--- config.mk ---
export PLATFORM = sky130hd
export DESIGN_NAME = dioch_top
export DESIGN_NICKNAME = d
export VERILOG_FILES = /design/src/rtl/dioch_pkg.sv /design/src/rtl/dioch_filter.sv /design/src/rtl/dioch_top.sv
export SDC_FILE = /design/constraint.sdc
export NUM_CORES = 1
export LEC_CHECK = 0
export ABC_AREA = 1
export BUFFER_PORTS_ARGS = -buffer_cell sky130_fd_sc_hd__buf_2
export CAP_MARGIN = 10
export CORE_MARGIN = 4
export CORE_UTILIZATION = 45
export CTS_CLUSTER_SIZE = 24
export DETAILED_ROUTE_END_ITERATION = 7
export PLACE_DENSITY = 0.73
export REMOVE_ABC_BUFFERS = 1
export SKIP_LAST_GASP = 1
export SYNTH_ARGS = -nofsm -noshare
export SYNTH_HDL_FRONTEND = slang
export SYNTH_SLANG_ARGS = --single-unit
export TNS_END_PERCENT = 1
--- constraint.sdc ---
create_clock -name mclk -period 28.3 [get_ports mclk]
set_input_delay 5.66 -clock mclk [delete_from_list [all_inputs] [get_ports mclk]]
set_output_delay 5.66 -clock mclk [all_outputs]
set_load 0.02 [all_outputs]
--- src/rtl/dioch_pkg.sv ---
// dioch_pkg: constants shared by the eight-channel digital i/o block
// assumes a 40 MHz system clock
package dioch_pkg;

  // ------------------------------------------------------------
  // timing
  // ------------------------------------------------------------
  localparam int CLK_MHZ = 40;
  localparam int FILT_FAST_US = 1;
  localparam int FILT_SLOW_US = 125;
  localparam int FILT_FAST_CYC = FILT_FAST_US * CLK_MHZ;
  localparam int FILT_SLOW_CYC = FILT_SLOW_US * CLK_MHZ;
  localparam int FILT_CNT_W = 13;

  // ------------------------------------------------------------
  // channel modes
  // ------------------------------------------------------------
  typedef enum logic [0:0] {
    MODE_PLAIN_INPUT = 1'b0,
    MODE_PLAIN_OUTPUT = 1'b1
  } dioch_mode_e;

  localparam int NUM_CH = 8;
  localparam int PRIO_W = 5;
  localparam int EVT_W = 4;
  localparam logic [3:0] EVT_NONE = 4'h0;
  localparam logic EDGE_RISE = 1'b0;
  localparam logic EDGE_FALL = 1'b1;

endpackage : dioch_pkg

--- src/rtl/dioch_filter.sv ---
// dioch_filter: one channel's input delay filter
// assumes pin is synchronous to mclk
`timescale 1ns/1ps
module dioch_filter
#(
  parameter int FAST_CYC = dioch_pkg::FILT_FAST_CYC,
  parameter int SLOW_CYC = dioch_pkg::FILT_SLOW_CYC
)
(
  // clock and reset
  input wire logic mclk,
  input wire logic rst_n,
  // data
  input wire logic din,
  input wire logic slow_sel,
  output logic dout
);

  logic [dioch_pkg::FILT_CNT_W-1:0] cnt;
  logic [dioch_pkg::FILT_CNT_W-1:0] limit;

  assign limit = slow_sel ? dioch_pkg::FILT_CNT_W'(SLOW_CYC - 1)
                          : dioch_pkg::FILT_CNT_W'(FAST_CYC - 1);

  // ------------------------------------------------------------
  // accept a new level after it stands for the delay time
  // ------------------------------------------------------------
  always_ff @(posedge mclk)
  begin
    if (!rst_n)
    begin
      cnt <= '0;
      dout <= 1'b0;
    end
    else if (din == dout)
      cnt <= '0;
    else if (cnt >= limit)
    begin
      dout <= din;
      cnt <= '0;
    end
    else
      cnt <= cnt + 1'b1;
  end

endmodule : dioch_filter

--- src/rtl/dioch_top.sv ---
// dioch_top: eight-channel digital input/output with edge interrupts
// assumes pins synchronous to mclk, settings held static by the program
`timescale 1ns/1ps
module dioch_top
#(
  parameter int NCH = dioch_pkg::NUM_CH,
  parameter int FAST_CYC = dioch_pkg::FILT_FAST_CYC,
  parameter int SLOW_CYC = dioch_pkg::FILT_SLOW_CYC
)
(
  // clock and reset
  input wire logic mclk,
  input wire logic rst_n,
  // per-channel settings from the program
  input wire logic [NCH-1:0] mode_out,
  input wire logic [NCH-1:0] invert,
  input wire logic [NCH-1:0] delay_slow,
  input wire logic [NCH-1:0] rise_en,
  input wire logic [NCH-1:0] fall_en,
  input wire logic [NCH-1:0] high_speed,
  input wire logic [NCH*dioch_pkg::PRIO_W-1:0] rise_prio,
  input wire logic [NCH*dioch_pkg::PRIO_W-1:0] fall_prio,
  input wire logic cfg_load,
  // program data
  input wire logic [NCH-1:0] out_bit,
  output logic [NCH-1:0] in_bit,
  // field pins
  input wire logic [NCH-1:0] pin_in,
  output logic [NCH-1:0] pin_out,
  output logic [NCH-1:0] pin_oe,
  output logic [NCH-1:0] pin_fast,
  // interrupt to the edge_interrupt_handler
  output logic irq,
  output logic [dioch_pkg::EVT_W-1:0] irq_event,
  output logic [dioch_pkg::PRIO_W-1:0] irq_prio,
  input wire logic irq_ack
);

  // ------------------------------------------------------------
  // configuration latch, defaults to plain input
  // ------------------------------------------------------------
  logic [NCH-1:0] cfg_out, cfg_inv, cfg_slow, cfg_rise, cfg_fall, cfg_hs;

  always_ff @(posedge mclk)
  begin
    if (!rst_n)
    begin
      cfg_out <= '0;
      cfg_inv <= '0;
      cfg_slow <= '1;
      cfg_rise <= '0;
      cfg_fall <= '0;
      cfg_hs <= '0;
    end
    else if (cfg_load)
    begin
      cfg_out <= mode_out;
      cfg_inv <= invert;
      cfg_slow <= delay_slow;
      cfg_rise <= rise_en;
      cfg_fall <= fall_en;
      cfg_hs <= high_speed;
    end
  end

  // ------------------------------------------------------------
  // per-channel datapath
  // ------------------------------------------------------------
  logic [NCH-1:0] filt, filt_q, rise_hit, fall_hit;

  genvar g;
  generate
    for (g = 0; g < NCH; g++)
    begin : g_ch
      dioch_filter #(.FAST_CYC(FAST_CYC), .SLOW_CYC(SLOW_CYC)) u_filt
      (
        .mclk(mclk),
        .rst_n(rst_n),
        .din(pin_in[g]),
        .slow_sel(cfg_slow[g]),
        .dout(filt[g])
      );
      // edges taken on the raw filtered pin, before inversion
      assign rise_hit[g] = !cfg_out[g] && cfg_rise[g] && filt[g] && !filt_q[g];
      assign fall_hit[g] = !cfg_out[g] && cfg_fall[g] && !filt[g] && filt_q[g];
    end
  endgenerate

  always_ff @(posedge mclk)
  begin
    if (!rst_n)
    begin
      filt_q <= '0;
      in_bit <= '0;
    end
    else
    begin
      filt_q <= filt;
      in_bit <= (filt ^ cfg_inv) & ~cfg_out;
    end
  end

  always_ff @(posedge mclk)
  begin
    if (!rst_n)
    begin
      pin_out <= '0;
      pin_oe <= '0;
      pin_fast <= '0;
    end
    else
    begin
      pin_out <= (out_bit ^ cfg_inv) & cfg_out;
      pin_oe <= cfg_out;
      pin_fast <= cfg_hs & cfg_out;
    end
  end

  // ------------------------------------------------------------
  // pending events and interrupt selection
  // ------------------------------------------------------------
  logic [2*NCH-1:0] pend, hit;
  logic [2*NCH-1:0] clr;
  logic sel_vld;
  logic [dioch_pkg::EVT_W-1:0] sel_evt;
  logic [dioch_pkg::PRIO_W-1:0] sel_prio;

  assign hit = {fall_hit, rise_hit};

  // highest priority value wins, lowest index on tie
  always_comb
  begin
    logic [dioch_pkg::PRIO_W-1:0] p;
    p = '0;
    sel_vld = 1'b0;
    sel_evt = dioch_pkg::EVT_NONE;
    sel_prio = '0;
    for (int i = 0; i < 2*NCH; i++)
    begin
      if (pend[i])
      begin
        p = (i < NCH) ? rise_prio[(i%NCH)*dioch_pkg::PRIO_W +: dioch_pkg::PRIO_W]
                      : fall_prio[(i%NCH)*dioch_pkg::PRIO_W +: dioch_pkg::PRIO_W];
        if (!sel_vld || p > sel_prio)
        begin
          sel_vld = 1'b1;
          sel_prio = p;
          sel_evt = dioch_pkg::EVT_W'(i);
        end
      end
    end
  end

  always_comb
  begin
    clr = '0;
    if (irq && irq_ack)
      clr[irq_event] = 1'b1;
  end

  // set wins over clear
  always_ff @(posedge mclk)
  begin
    if (!rst_n)
      pend <= '0;
    else
      pend <= (pend & ~clr) | hit;
  end

  always_ff @(posedge mclk)
  begin
    if (!rst_n)
    begin
      irq <= 1'b0;
      irq_event <= dioch_pkg::EVT_NONE;
      irq_prio <= '0;
    end
    else if (!irq || irq_ack)
    begin
      irq <= sel_vld && !(clr == (2*NCH)'(1) << sel_evt && sel_vld && irq);
      irq_event <= sel_evt;
      irq_prio <= sel_prio;
    end
  end

  // ------------------------------------------------------------
  // checks
  // ------------------------------------------------------------
  chk_reset_input_mode: assert property (@(posedge mclk) !rst_n |=> pin_oe == '0)
    else $error("channels not in input mode after reset");
  chk_input_invert: assert property (@(posedge mclk) disable iff (!rst_n)
    (cfg_out == '0) |=> in_bit == (($past(filt) ^ $past(cfg_inv))))
    else $error("input bit does not follow filtered pin and invert");
  chk_output_invert: assert property (@(posedge mclk) disable iff (!rst_n)
    1'b1 |=> pin_out == (($past(out_bit) ^ $past(cfg_inv)) & $past(cfg_out)))
    else $error("pin output wrong");
  chk_fast_drive: assert property (@(posedge mclk) disable iff (!rst_n)
    1'b1 |=> pin_fast == ($past(cfg_hs) & $past(cfg_out)))
    else $error("high-speed drive wrong");
  chk_rise_pending: assert property (@(posedge mclk) disable iff (!rst_n)
    (rise_hit != '0) |=> (pend[NCH-1:0] & $past(rise_hit)) == $past(rise_hit))
    else $error("rising edge lost");
  chk_fall_pending: assert property (@(posedge mclk) disable iff (!rst_n)
    (fall_hit != '0) |=> (pend[2*NCH-1:NCH] & $past(fall_hit)) == $past(fall_hit))
    else $error("falling edge lost");
  chk_irq_raised: assert property (@(posedge mclk) disable iff (!rst_n)
    (pend != '0 && !irq) |=> irq)
    else $error("interrupt not raised for pending event");
  chk_irq_event: assert property (@(posedge mclk) disable iff (!rst_n)
    irq |-> pend[irq_event])
    else $error("interrupt identity not pending");
  // a changed filter bit must match a pin level that stood two samples
  chk_filter_hold: assert property (@(posedge mclk) disable iff (!rst_n)
    1'b1 |-> ((filt ^ $past(filt)) & ((filt ^ $past(pin_in))
      | ($past(pin_in) ^ $past(pin_in, 2)))) == '0)
    else $error("filter output changed without pin level");

endmodule : dioch_top

After elaboration in Yosys (flattened, before gate mapping):

Cells that the tools add are included.

* bits in registers: 226
* output and inout port bits: 42
* logic and storage cells: 321

* $add $sub $neg: 8
* magnitude comparators: 25
* eq/ne operators: 9
* shift operators: 1
* multiplexer cells: 103
* bitwise gates (word level): 18
* reductions and logical operators: 126

Operators by type and width (number)
* 5-bit two-way mux: 31
* 4-bit two-way mux: 28
* 13-bit by 1-bit adder with 13-bit output (second input constant): 8
* 13-bit >= comparator: 8
* 13-bit two-way mux: 8
* 5-bit > comparator: 15
* 1-bit logical AND: 53
* 1-bit logical NOT: 41
* 1-bit two-way mux: 34
* 8-bit AND: 3
* 3-bit OR reduction: 8
* 16-bit AND: 1
* 16-bit equality test: 1
* 1-bit logical OR: 16
* 16-bit two-way mux: 1
* 16-bit inverter: 1
* 16-bit bitwise OR: 1
* 2-bit AND reduction: 8
* 1-bit by 4-bit << shifter with 16-bit output (first input constant): 1
* 8-bit XOR: 2
* 1-bit inverter: 9
* 1-bit equality test: 8
* 8-bit inverter: 1
* 4-bit by 5-bit less-than comparator with 1-bit output (second input constant): 1
* 2 further kinds: 2

Longest topological paths before layout:

Gate-level depths: netlist of run 1.

* depth after elaboration: 67
* depth in mapped cells: 175
* depth with buffers taken out: 164

Hierarchy:

Synthesis of run 1 repeated with hierarchy kept, for this count alone.

* cells, all modules: 2237
* area, all modules: 15234.6 um2

Modules (own cells, without submodules)
* dioch_top: instances 1, cells each 1181, area each 7737.4 um2, seq. area each 2282.2 um2
* dioch_filter: instances 8, cells each 132, area each 937.1 um2, seq. area each 280.3 um2

Worst setup path before layout of run 1:

Ideal clock, no wire load.

* path kind: input port to flip-flop
* start point: input port rise_prio[4] (netlist bit)
* end point: register irq
* setup time: 119 ps
* data arrival time: 23058 ps
* data required time: 28181 ps
* path slack: 5122 ps
* cell stages on the path: 166
* cell sequence: nand2_1 > ha_1 > nand2_1 > nor2_1 > nand2_1 > nand3_1 > nand2_1 > nand2_2 > nand2_2 > nand2_1 > o21ai_0 > ha_1 > nand2_1 > nor2_1 > nand2_1 > nand3_1 > nand2_1 > nand2_1 > [... 130 more ...] > a21o_1 > a21oi_1 > o21ai_0 > a21oi_1 > nor2_1 > nor3_1 > nand3_2 > inv_2 > buf_4 > nand3_1 > nand2_1 > nand2_1 > a21oi_1 > nand3_1 > nor2_1 > nand2_1 > nand2_1 > a21oi_1

* longest elaborated chain between the ends: 67

Ends and longest elaborated chain
* start, declared: line dioch_top.sv:21 `input wire logic [NCH*dioch_pkg::PRIO_W-1:0] rise_prio,`
* 5-bit two-way mux (*): line dioch_top.sv:140 `if (pend[i])`
* 5-bit > comparator: line dioch_top.sv:144 `if (!sel_vld || p > sel_prio)`
* 1-bit logical OR: line dioch_top.sv:144
* 5-bit two-way mux / 1-bit two-way mux (equally long branches): line dioch_top.sv:144
* 5-bit two-way mux / 1-bit two-way mux (equally long branches): line dioch_top.sv:140
* 5-bit > comparator / 1-bit logical NOT (equally long branches): line dioch_top.sv:144
* 1-bit logical OR: line dioch_top.sv:144
* 5-bit two-way mux / 1-bit two-way mux (equally long branches): line dioch_top.sv:144
* [... 50 more ...]
* 1-bit logical OR: line dioch_top.sv:144
* 4-bit two-way mux: line dioch_top.sv:144
* 4-bit two-way mux: line dioch_top.sv:140
* 1-bit by 4-bit << shifter with 16-bit output: line dioch_top.sv:180 `irq <= sel_vld && !(clr == (2*NCH)'(1) << sel_evt && sel_vld && irq);`
* 16-bit equality test: line dioch_top.sv:180
* 1-bit logical AND (2 in series): line dioch_top.sv:180
* 1-bit logical NOT: line dioch_top.sv:180
* 1-bit logical AND (*): line dioch_top.sv:180
* end signal, assigned: line dioch_top.sv:180
* end, declared: line dioch_top.sv:33 `output logic irq,`

Every way passes the cells marked *; elsewhere a longest branch is shown, timed or not.
A chain may end at the register's enable or synchronous reset.

Worst setup path in the final report of run 1:

Ends and elaborated chain as after synthesis.

==> flow_summary_export.csv, run 1 <==
group,metric,value,unit
run_status,status,"finished, final reports clean",
synth,ys_ff_latch,226,
critical_path,timing.rr.start,"pend[0]$_SDFF_PN0_",
sta,fmax,39.2,MHz
die,die_h,179,um
synth,yosysTopAreaCell,"dfxtp_1",
critical_path,cp_common_cell,"nand2_1",
synth,ys_types,44,
sta,worst_slack,2.78,ns
die,coreArea,28800,sq um
sta,max_slew.worst_pin.slew,0.991,ns
critical_path,startpoint,"rise_prio[4]",
sta,finalHoldViolCount,0,
pwr,p_int,531,uW
pwr,power.share.combinational,0.079,
clock_tree,htreeDepth,1,
clock_tree,cts_tree,"yes",
clock_tree,cts_buffers,23,
die,dieArea,32100,sq um
global_routing,grt_pass1_wl,52.0,mm
die,rows,62,
global_routing,grt_overflow_total,0,
global_routing,grt_pass1_vias,11500,
routing,drtPass1Iterations,5,
layout,multi_input_area,7460,sq um
routing,drt_iter0_drc,658,
routing,post_drt_wl_per_cell,13.1,um
place,post_dp_cell_area,14300,sq um
sta,slew_headroom,0.338,
global_routing,antenna_found_initial,1,
worst_hold_path,hp-class,"register to register",
clock_tree,cts_buffer_depth,3,
synth,ys_seq_area_frac,0.344,
synth,synthTopCellsByArea,"dfxtp_1 34%, ha_1 11%, nand2_1 9.2%, inv_1 6.7%, nor2_1 6.4%",
die,start_util,0.458,
critical_path,start_kind,"primary input",
layout,antenna_cells,0,
sta,whs,0.438,ns
clock_tree,clk_latency,0.49,ns
layout,fin_nets,2282,
global_routing,grt_util_met1,0.246,
sta,post-route-min-period,25.52,ns
critical_path,critical_path_class,"primary input to register",
critical_path,r2r_end,"irq$_SDFFE_PN0P_",
flow_run,maxCapViolations,0,
synth,avgSynthCellArea,7.11,sq um
pwr,pwr-share-clk,0.443,
critical_path,path_delay_family,"simple AND/OR/NAND/NOR gates",
pwr,power_frac_seq,0.478,
synth,synth_cells,1853,
routing,routed_wirelength,31.9,mm
synth,synth.top_cell.area_share,0.344,
layout,fin_util,0.525,
clock_tree,path_clk_slew,0.06,ns
pwr,switching_share,0.230,
sta,fin_tns_setup,0,ns
critical_path,arrival,25.89,ns
worst_hold_path,min_from,"cfg_hs[0]$_SDFFE_PN0P_",
layout,nFillCells,2793,
layout,drive_above_1_share,0.149,
clock_tree,root_buffer,"clkbuf_16",
pwr,switchingPower,159,uW
pwr,ir_drop,0.0000597,V
synth,synth_area,13200,sq um
critical_path,max_stage_delay,0.33,ns
sta,finClkSkew,0.00841,ns
critical_path,cp_max_fo,14,
critical_path,cp_num_buf_inv,11,
worst_hold_path,hold_path_depth,2,
place,place_congestion,0.910,
layout,fin_area,15100,sq um
routing,via_per_inst,5.06,
sta,rsz0062_at_grt,"no",
clock_tree,hold_buffers,0,
layout,regArea,4520,sq um
routing,antenna_left,0,
global_routing,met3_usage,0.0272,
clock_tree,cts_num_sinks,226,
die,pin_count,190,
critical_path,r2r_slack,7.37,ns
worst_hold_path,min_delay_worst_endpoint,"pin_fast[0]$_SDFF_PN0_",
pwr,p_leak,7.28,nW
pwr,powerDensity,45.6,nW/um^2
die,die_x,179,um
layout,area_growth_syn_to_layout,14.8,%
place,portBuffers,189,
place,dpl.hpwl,24.9,mm
critical_path,cp_slowest_cell,"ha_1",
place,place_ws,2.08,ns
global_routing,met2_usage,0.338,
global_routing,gr-usage-all-layers,0.192,
global_routing,grt.busiest_layer,"met2",
sta,timing.final.max_slew_violations,0,
routing,drcViolationCount,0,
global_routing,grt_start_max_net_pins,69,
critical_path,crit_required,28.67,ns
synth,yosysWarnings,0,
routing,dr_total_vias,12300,
sta,fin_crit_sh,0.902,
critical_path,critPathCaptureType,"register",
critical_path,worstRegToRegCells,149,
sta,setup_viol,0,
[area by class of cell]
cell class                 instances  area share
multi-input combinational       1334       0.493
timing repair buffer             191      0.0636
sequential                       226       0.299
clock buffer                      33      0.0445
inverter                         247      0.0613
clock inverter                     8     0.00613
tap                              384      0.0318
[power groups by stage]
stage | sequential (mW) | clock, mW | combinational [mW]
finish | 0.329 | 0.305 | 0.0548
global route | 0.330 | 0.327 | 0.0632
CTS | 0.329 | 0.314 | 0.0552
detailed placement | 0.337 | 0 | 0.0549
global placement | 0.336 | 0 | 0.0533
floorplan | 0.338 | 0 | 0.0279
[synth_stat cells (all sizes together)]
library cell	instances
a2111oi	4
a211o	4
a211oi	3
a21o	5
a21oi	139
a31oi	9
and2	1
and3	3
buf	19
clkbuf	27
clkinv	4
dfxtp	226
ha	111
inv	243
nand2	353
nand3	113
nand3b	13
nand4	35
nor2	242
nor3	38
nor3b	33
nor4	2
o211ai	20
o21a	2
o21ai	136
o21bai	10
o221ai	1
o22ai	4
o31ai	1
or2	16
xnor2	12
xor2	24
[through the flow]
stage                     instances  power [mW]
final                          2423       0.689
after global routing           2423       0.720
after CTS                      2423       0.699
after detailed placement       2382       0.391
after global placement         2382       0.390
after floorplan                1807       0.366
[sequential cells by signal (all words and copies together) (netlist names)]
signal / cells
cfg_rise: 8
cfg_out: 8
cfg_hs: 8
g_ch.u_filt.dout: 8
in_bit: 8
cfg_slow: 8
cfg_fall: 8
pend: 16
filt_q: 8
g_ch.u_filt.cnt: 104
cfg_inv: 8
pin_out: 8
irq: 1
irq_prio: 5
pin_oe: 8
irq_event: 4
pin_fast: 8
[routing by layer]
metal / wire length, um / share of wire
met1: 14200 / 0.45
met2: 15100 / 0.47
met3: 1740 / 0.055
met4: 841 / 0.026
met5: 7 / 0.00022
[cells by family after synthesis]
kind of cell | Yosys count | share of synthesized area
AND/OR/NAND/NOR | 849 | 0.296
XOR/XNOR | 36 | 0.0239
buffers and inverters | 293 | 0.0905
adder cells (fa/ha/maj) | 111 | 0.105
AO/OA/AOI/OAI | 338 | 0.140
flip-flops | 226 | 0.344
[cell usage in the layout (no fill, tap or decap), drive strengths merged, types with 3 or more instances in the layout]
cell / Yosys / final
nor3b: 33 / 33
nand3b: 13 / 13
clkinv: 4 / 9
o21ai: 136 / 136
clkbuf: 27 / 33
a211oi: 3 / 3
a21oi: 139 / 139
o211ai: 20 / 20
ha: 111 / 111
or2: 16 / 16
a21o: 5 / 5
dfxtp: 226 / 226
nand2: 353 / 353
xnor2: 12 / 12
a31oi: 9 / 9
inv: 243 / 243
nand4: 35 / 35
nor2: 242 / 242
o21bai: 10 / 10
a2111oi: 4 / 4
nor3: 38 / 38
xor2: 24 / 24
a211o: 4 / 4
buf: 19 / 191
and3: 3 / 3
o22ai: 4 / 4
nand3: 113 / 113
[worst register-to-register path, delay by kind of cell, from the launching register on]
family / cells / cell delay [ns]
buffers and inverters: 10 / 1.19
AOI/OAI and AO/OA: 35 / 5.49
adders and majority gates: 15 / 4.54
and+or+nand+nor: 89 / 8.99
DFF: 1 / 0.57
[worst max path at each step]
| stage | to | slack [ns] | depth (start not counted) |
|---|---|---|---|
| floorplan | irq$_SDFFE_PN0P_ | 5.07 | 153 |
| global placement | irq$_SDFFE_PN0P_ | 2.97 | 152 |
| detailed placement | irq$_SDFFE_PN0P_ | 2.08 | 150 |
| CTS | irq$_SDFFE_PN0P_ | 2.56 | 150 |
| global route | irq$_SDFFE_PN0P_ | 0.15 | 150 |
| finish | irq$_SDFFE_PN0P_ | 2.78 | 150 |
[what timing repair did]
action | 4_1_cts | 5_1_grt
setup endpoints to repair | 0 | 1
gates resized for setup | 0 | 2
buffers inserted | 0 | 0
Power figures use the tool's default switching activity.
==> inputs of run 2 (changes only) <==
- ABC_AREA: 1 -> not set
==> run 2 against run 1 <==
Net effect:
- count of clock-buffer cells in the layout down 3
- sequential cell count is the same
- final area is 21% higher
- worst setup slack worse by 2.6 ns
- via count rose by 5.6%
- synthesized area up 5.3%
- global-route usage is 0.95 points higher
- critical path depth fell by 23
- die area up 5.1%
- register-to-register slack lost 2.8 ns
- clock power grew 13%
- critical path type unchanged
- critical endpoint unchanged
- largest power group is now the clock network
==> flow_summary_export.csv, run 2 <==
group,metric,value,unit
synth,async_flop_share,0,
synth,yosysMostFrequentCell,"dfxtp_1",
synth,synth_common_cells,"226 x dfxtp_1, 178 x nor2_1, 131 x nand2_1",
run_status,status,"finished, final reports clean",
global_routing,grt_pass1_wl,58.1,mm
routing,antenna_left,0,
die,dieArea,33700,sq um
synth,ys_seq_area_frac,0.326,
routing,drcViolationCount,0,
routing,drt_iter0_drc,647,
layout,largest_reg_flops,104,
pwr,ir_drop,0.0000540,V
die,pin_count,190,
sta,worst_slack,0.214,ns
sta,fmax,35.6,MHz
worst_hold_path,hold_path_depth,1,
sta,setup_viol,0,
critical_path,cp_common_cell,"ha_4",
die,die_x,184,um
die,rows,64,
place,dp.cells,2297,
pwr,p_total,744,uW
clock_tree,cts_buffers,25,
sta,whs,0.444,ns
critical_path,r2r_slack,4.55,ns
sta,fin_crit_sh,0.992,
critical_path,start_kind,"primary input",
worst_hold_path,min_from,"g_ch[7].u_filt.cnt[0]$_SDFF_PP0_",
layout,area_growth_syn_to_layout,31.4,%
layout,final_cell_mix,"226 x dfxtp_1, 185 x buf_2, 172 x nor2_1",
critical_path,max_stage_delay,0.54,ns
clock_tree,cts_buffer_depth,3,
sta,max_slew.worst_pin.slew,0.922,ns
synth,yosysTopAreaCell,"dfxtp_1",
clock_tree,hold_buffers,0,
clock_tree,cts_num_sinks,226,
critical_path,cp_slowest_cell,"or4_4",
clock_tree,path_clk_slew,0.06,ns
clock_tree,root_buffer,"clkbuf_16",
synth,synth_edf_count,0,
routing,drtPass1Iterations,5,
worst_hold_path,hp-class,"register to register",
place,place_congestion,0.953,
layout,final_cells,2377,
global_routing,grt_start_max_net_pins,70,
die,die_h,184,um
global_routing,grt_pass1_vias,12400,
routing,post_drt_wl_per_cell,16.0,um
worst_hold_path,min_delay_worst_endpoint,"g_ch[7].u_filt.cnt[0]$_SDFF_PP0_",
sta,timing.final.max_slew_violations,0,
critical_path,crit_required,28.67,ns
routing,via_per_inst,5.45,
synth,synthTopCellsByArea,"dfxtp_1 33%, ha_1 10%, mux2i_1 5.2%, nor2_1 4.8%, xor2_1 4.5%",
critical_path,cp_num_buf_inv,13,
critical_path,path_delay_family,"compound AO/OA/AOI/OAI gates",
synth,ys.flop_type,"dfxtp_1",
layout,mostFrequentLayoutCell,"dfxtp_1",
routing,dr_total_vias,12900,
synth,ys_ff_latch,226,
layout,regMostFlops,"g_ch.u_filt.cnt",
sta,finClkSkew,0.0158,ns
critical_path,timing.rr.start,"pend[0]$_SDFF_PN0_",
critical_path,critPathCaptureType,"register",
layout,drive_above_1_share,0.294,
synth,yosysWarnings,0,
sta,finalHoldViolCount,0,
clock_tree,cts_tree,"yes",
die,start_util,0.455,
global_routing,antenna_found_initial,0,
critical_path,critical_path_class,"primary input to register",
place,place_ws,-1.42,ns
sta,slew_headroom,0.386,
synth,synth_cells,1635,
pwr,powerDensity,40.8,nW/um^2
sta,rsz0062_at_grt,"yes",
die,coreArea,30500,sq um
synth,ys_types,99,
place,dpl.hpwl,27.4,mm
sta,post-route-min-period,28.09,ns
synth,synth.top_cell.area_share,0.326,
critical_path,r2r_end,"irq$_SDFFE_PN0P_",
place,portBuffers,189,
critical_path,arrival,28.46,ns
global_routing,grt_overflow_total,0,
global_routing,gr-usage-all-layers,0.202,
routing,routed_wirelength,37.9,mm
synth,avgSynthCellArea,8.49,sq um
pwr,p_leak,8.01,nW
critical_path,cp_max_fo,7,
synth,synth_area,13900,sq um
critical_path,worstRegToRegCells,126,
clock_tree,htreeDepth,1,
flow_run,maxCapViolations,0,
clock_tree,clk_latency,0.51,ns
layout,top_regs,"g_ch.u_filt.cnt x104, pend x16",
layout,fin_nets,2221,
run 2: changes by cell type after synthesis, moves of 23 or more:
cell | previous run | this run
nand2_1 | 323 | 131
inv_1 | 234 | 78
nor2b_1 | 0 | 87
a21oi_1 | 139 | 66
mux2i_1 | 0 | 72
o21ai_0 | 115 | 52
nor2_1 | 225 | 178
xor2_1 | 24 | 71
xnor2_1 | 12 | 53
and2_1 | 1 | 37
and3_1 | 3 | 36
nand2_2 | 26 | 0
nand3_1 | 105 | 79
nor3b_1 | 33 | 10
run 2: kinds of logic after synthesis:
logic type,after synthesis,synth area share
and+or+nand+nor,665,0.243
AOI/OAI and AO/OA,286,0.146
DFF,226,0.326
buffers and inverters,129,0.0364
xor gates and xnor gates,124,0.0783
adders and majority gates,113,0.102
muxes,92,0.0685
run 2: how the worst max path moves through the flow:
stage / endpoint / startpoint / slack (ns) / depth (start not counted)
floorplan: irq$_SDFFE_PN0P_ / rise_prio[4] / -3.17 / 122
global placement: irq$_SDFFE_PN0P_ / rise_prio[3] / -0.47 / 123
detailed placement: irq$_SDFFE_PN0P_ / rise_prio[3] / -1.42 / 125
CTS: irq$_SDFFE_PN0P_ / rise_prio[1] / 0.001 / 129
global route: irq$_SDFFE_PN0P_ / rise_prio[2] / -1.05 / 130
finish: irq$_SDFFE_PN0P_ / rise_prio[2] / 0.21 / 127
run 2: layer usage:
metal  track usage  vias up  wire length, um
li1              -     6419                -
met3        0.0249       89             1870
met1         0.257     6048            16300
met2         0.360      391            18700
met4        0.0557        0             1120
met5             0        -                0
run 2: per-stage QoR:
stage                     TNS (ns)  area, sq um  utilization
after detailed placement     -3.77        16100        0.526
after global placement      -0.468        16100        0.526
final                            0        18200        0.597
after CTS                        0        17100        0.560
after global routing         -1.30        18200        0.597
after floorplan             -20.24        13700            -
run 2: power by group:
| part | switching (mW) | leakage [nW] | internal [mW] |
|---|---|---|---|
| clock network | 0.129 | 0.435 | 0.216 |
| logic | 0.0365 | 5.74 | 0.0333 |
| registers | 0.00447 | 1.83 | 0.325 |
| total | 0.170 | 8.01 | 0.574 |
run 2: cell type report:
type	instances	area, sq um
Fill cell	2593	12300
Multi-Input combinational cell	1280	9830
Sequential cell	226	4520
Timing Repair Buffer	349	2180
Clock buffer	30	674
Tap cell	396	495
Inverter	80	305
Clock inverter	15	213
Antenna cell	1	2.50
run 2: repair_timing:
action,in CTS,in global routing
buffers inserted,7,28
endpoints found under the setup margin,3,10
gates resized for setup,25,190
pin swaps,13,92
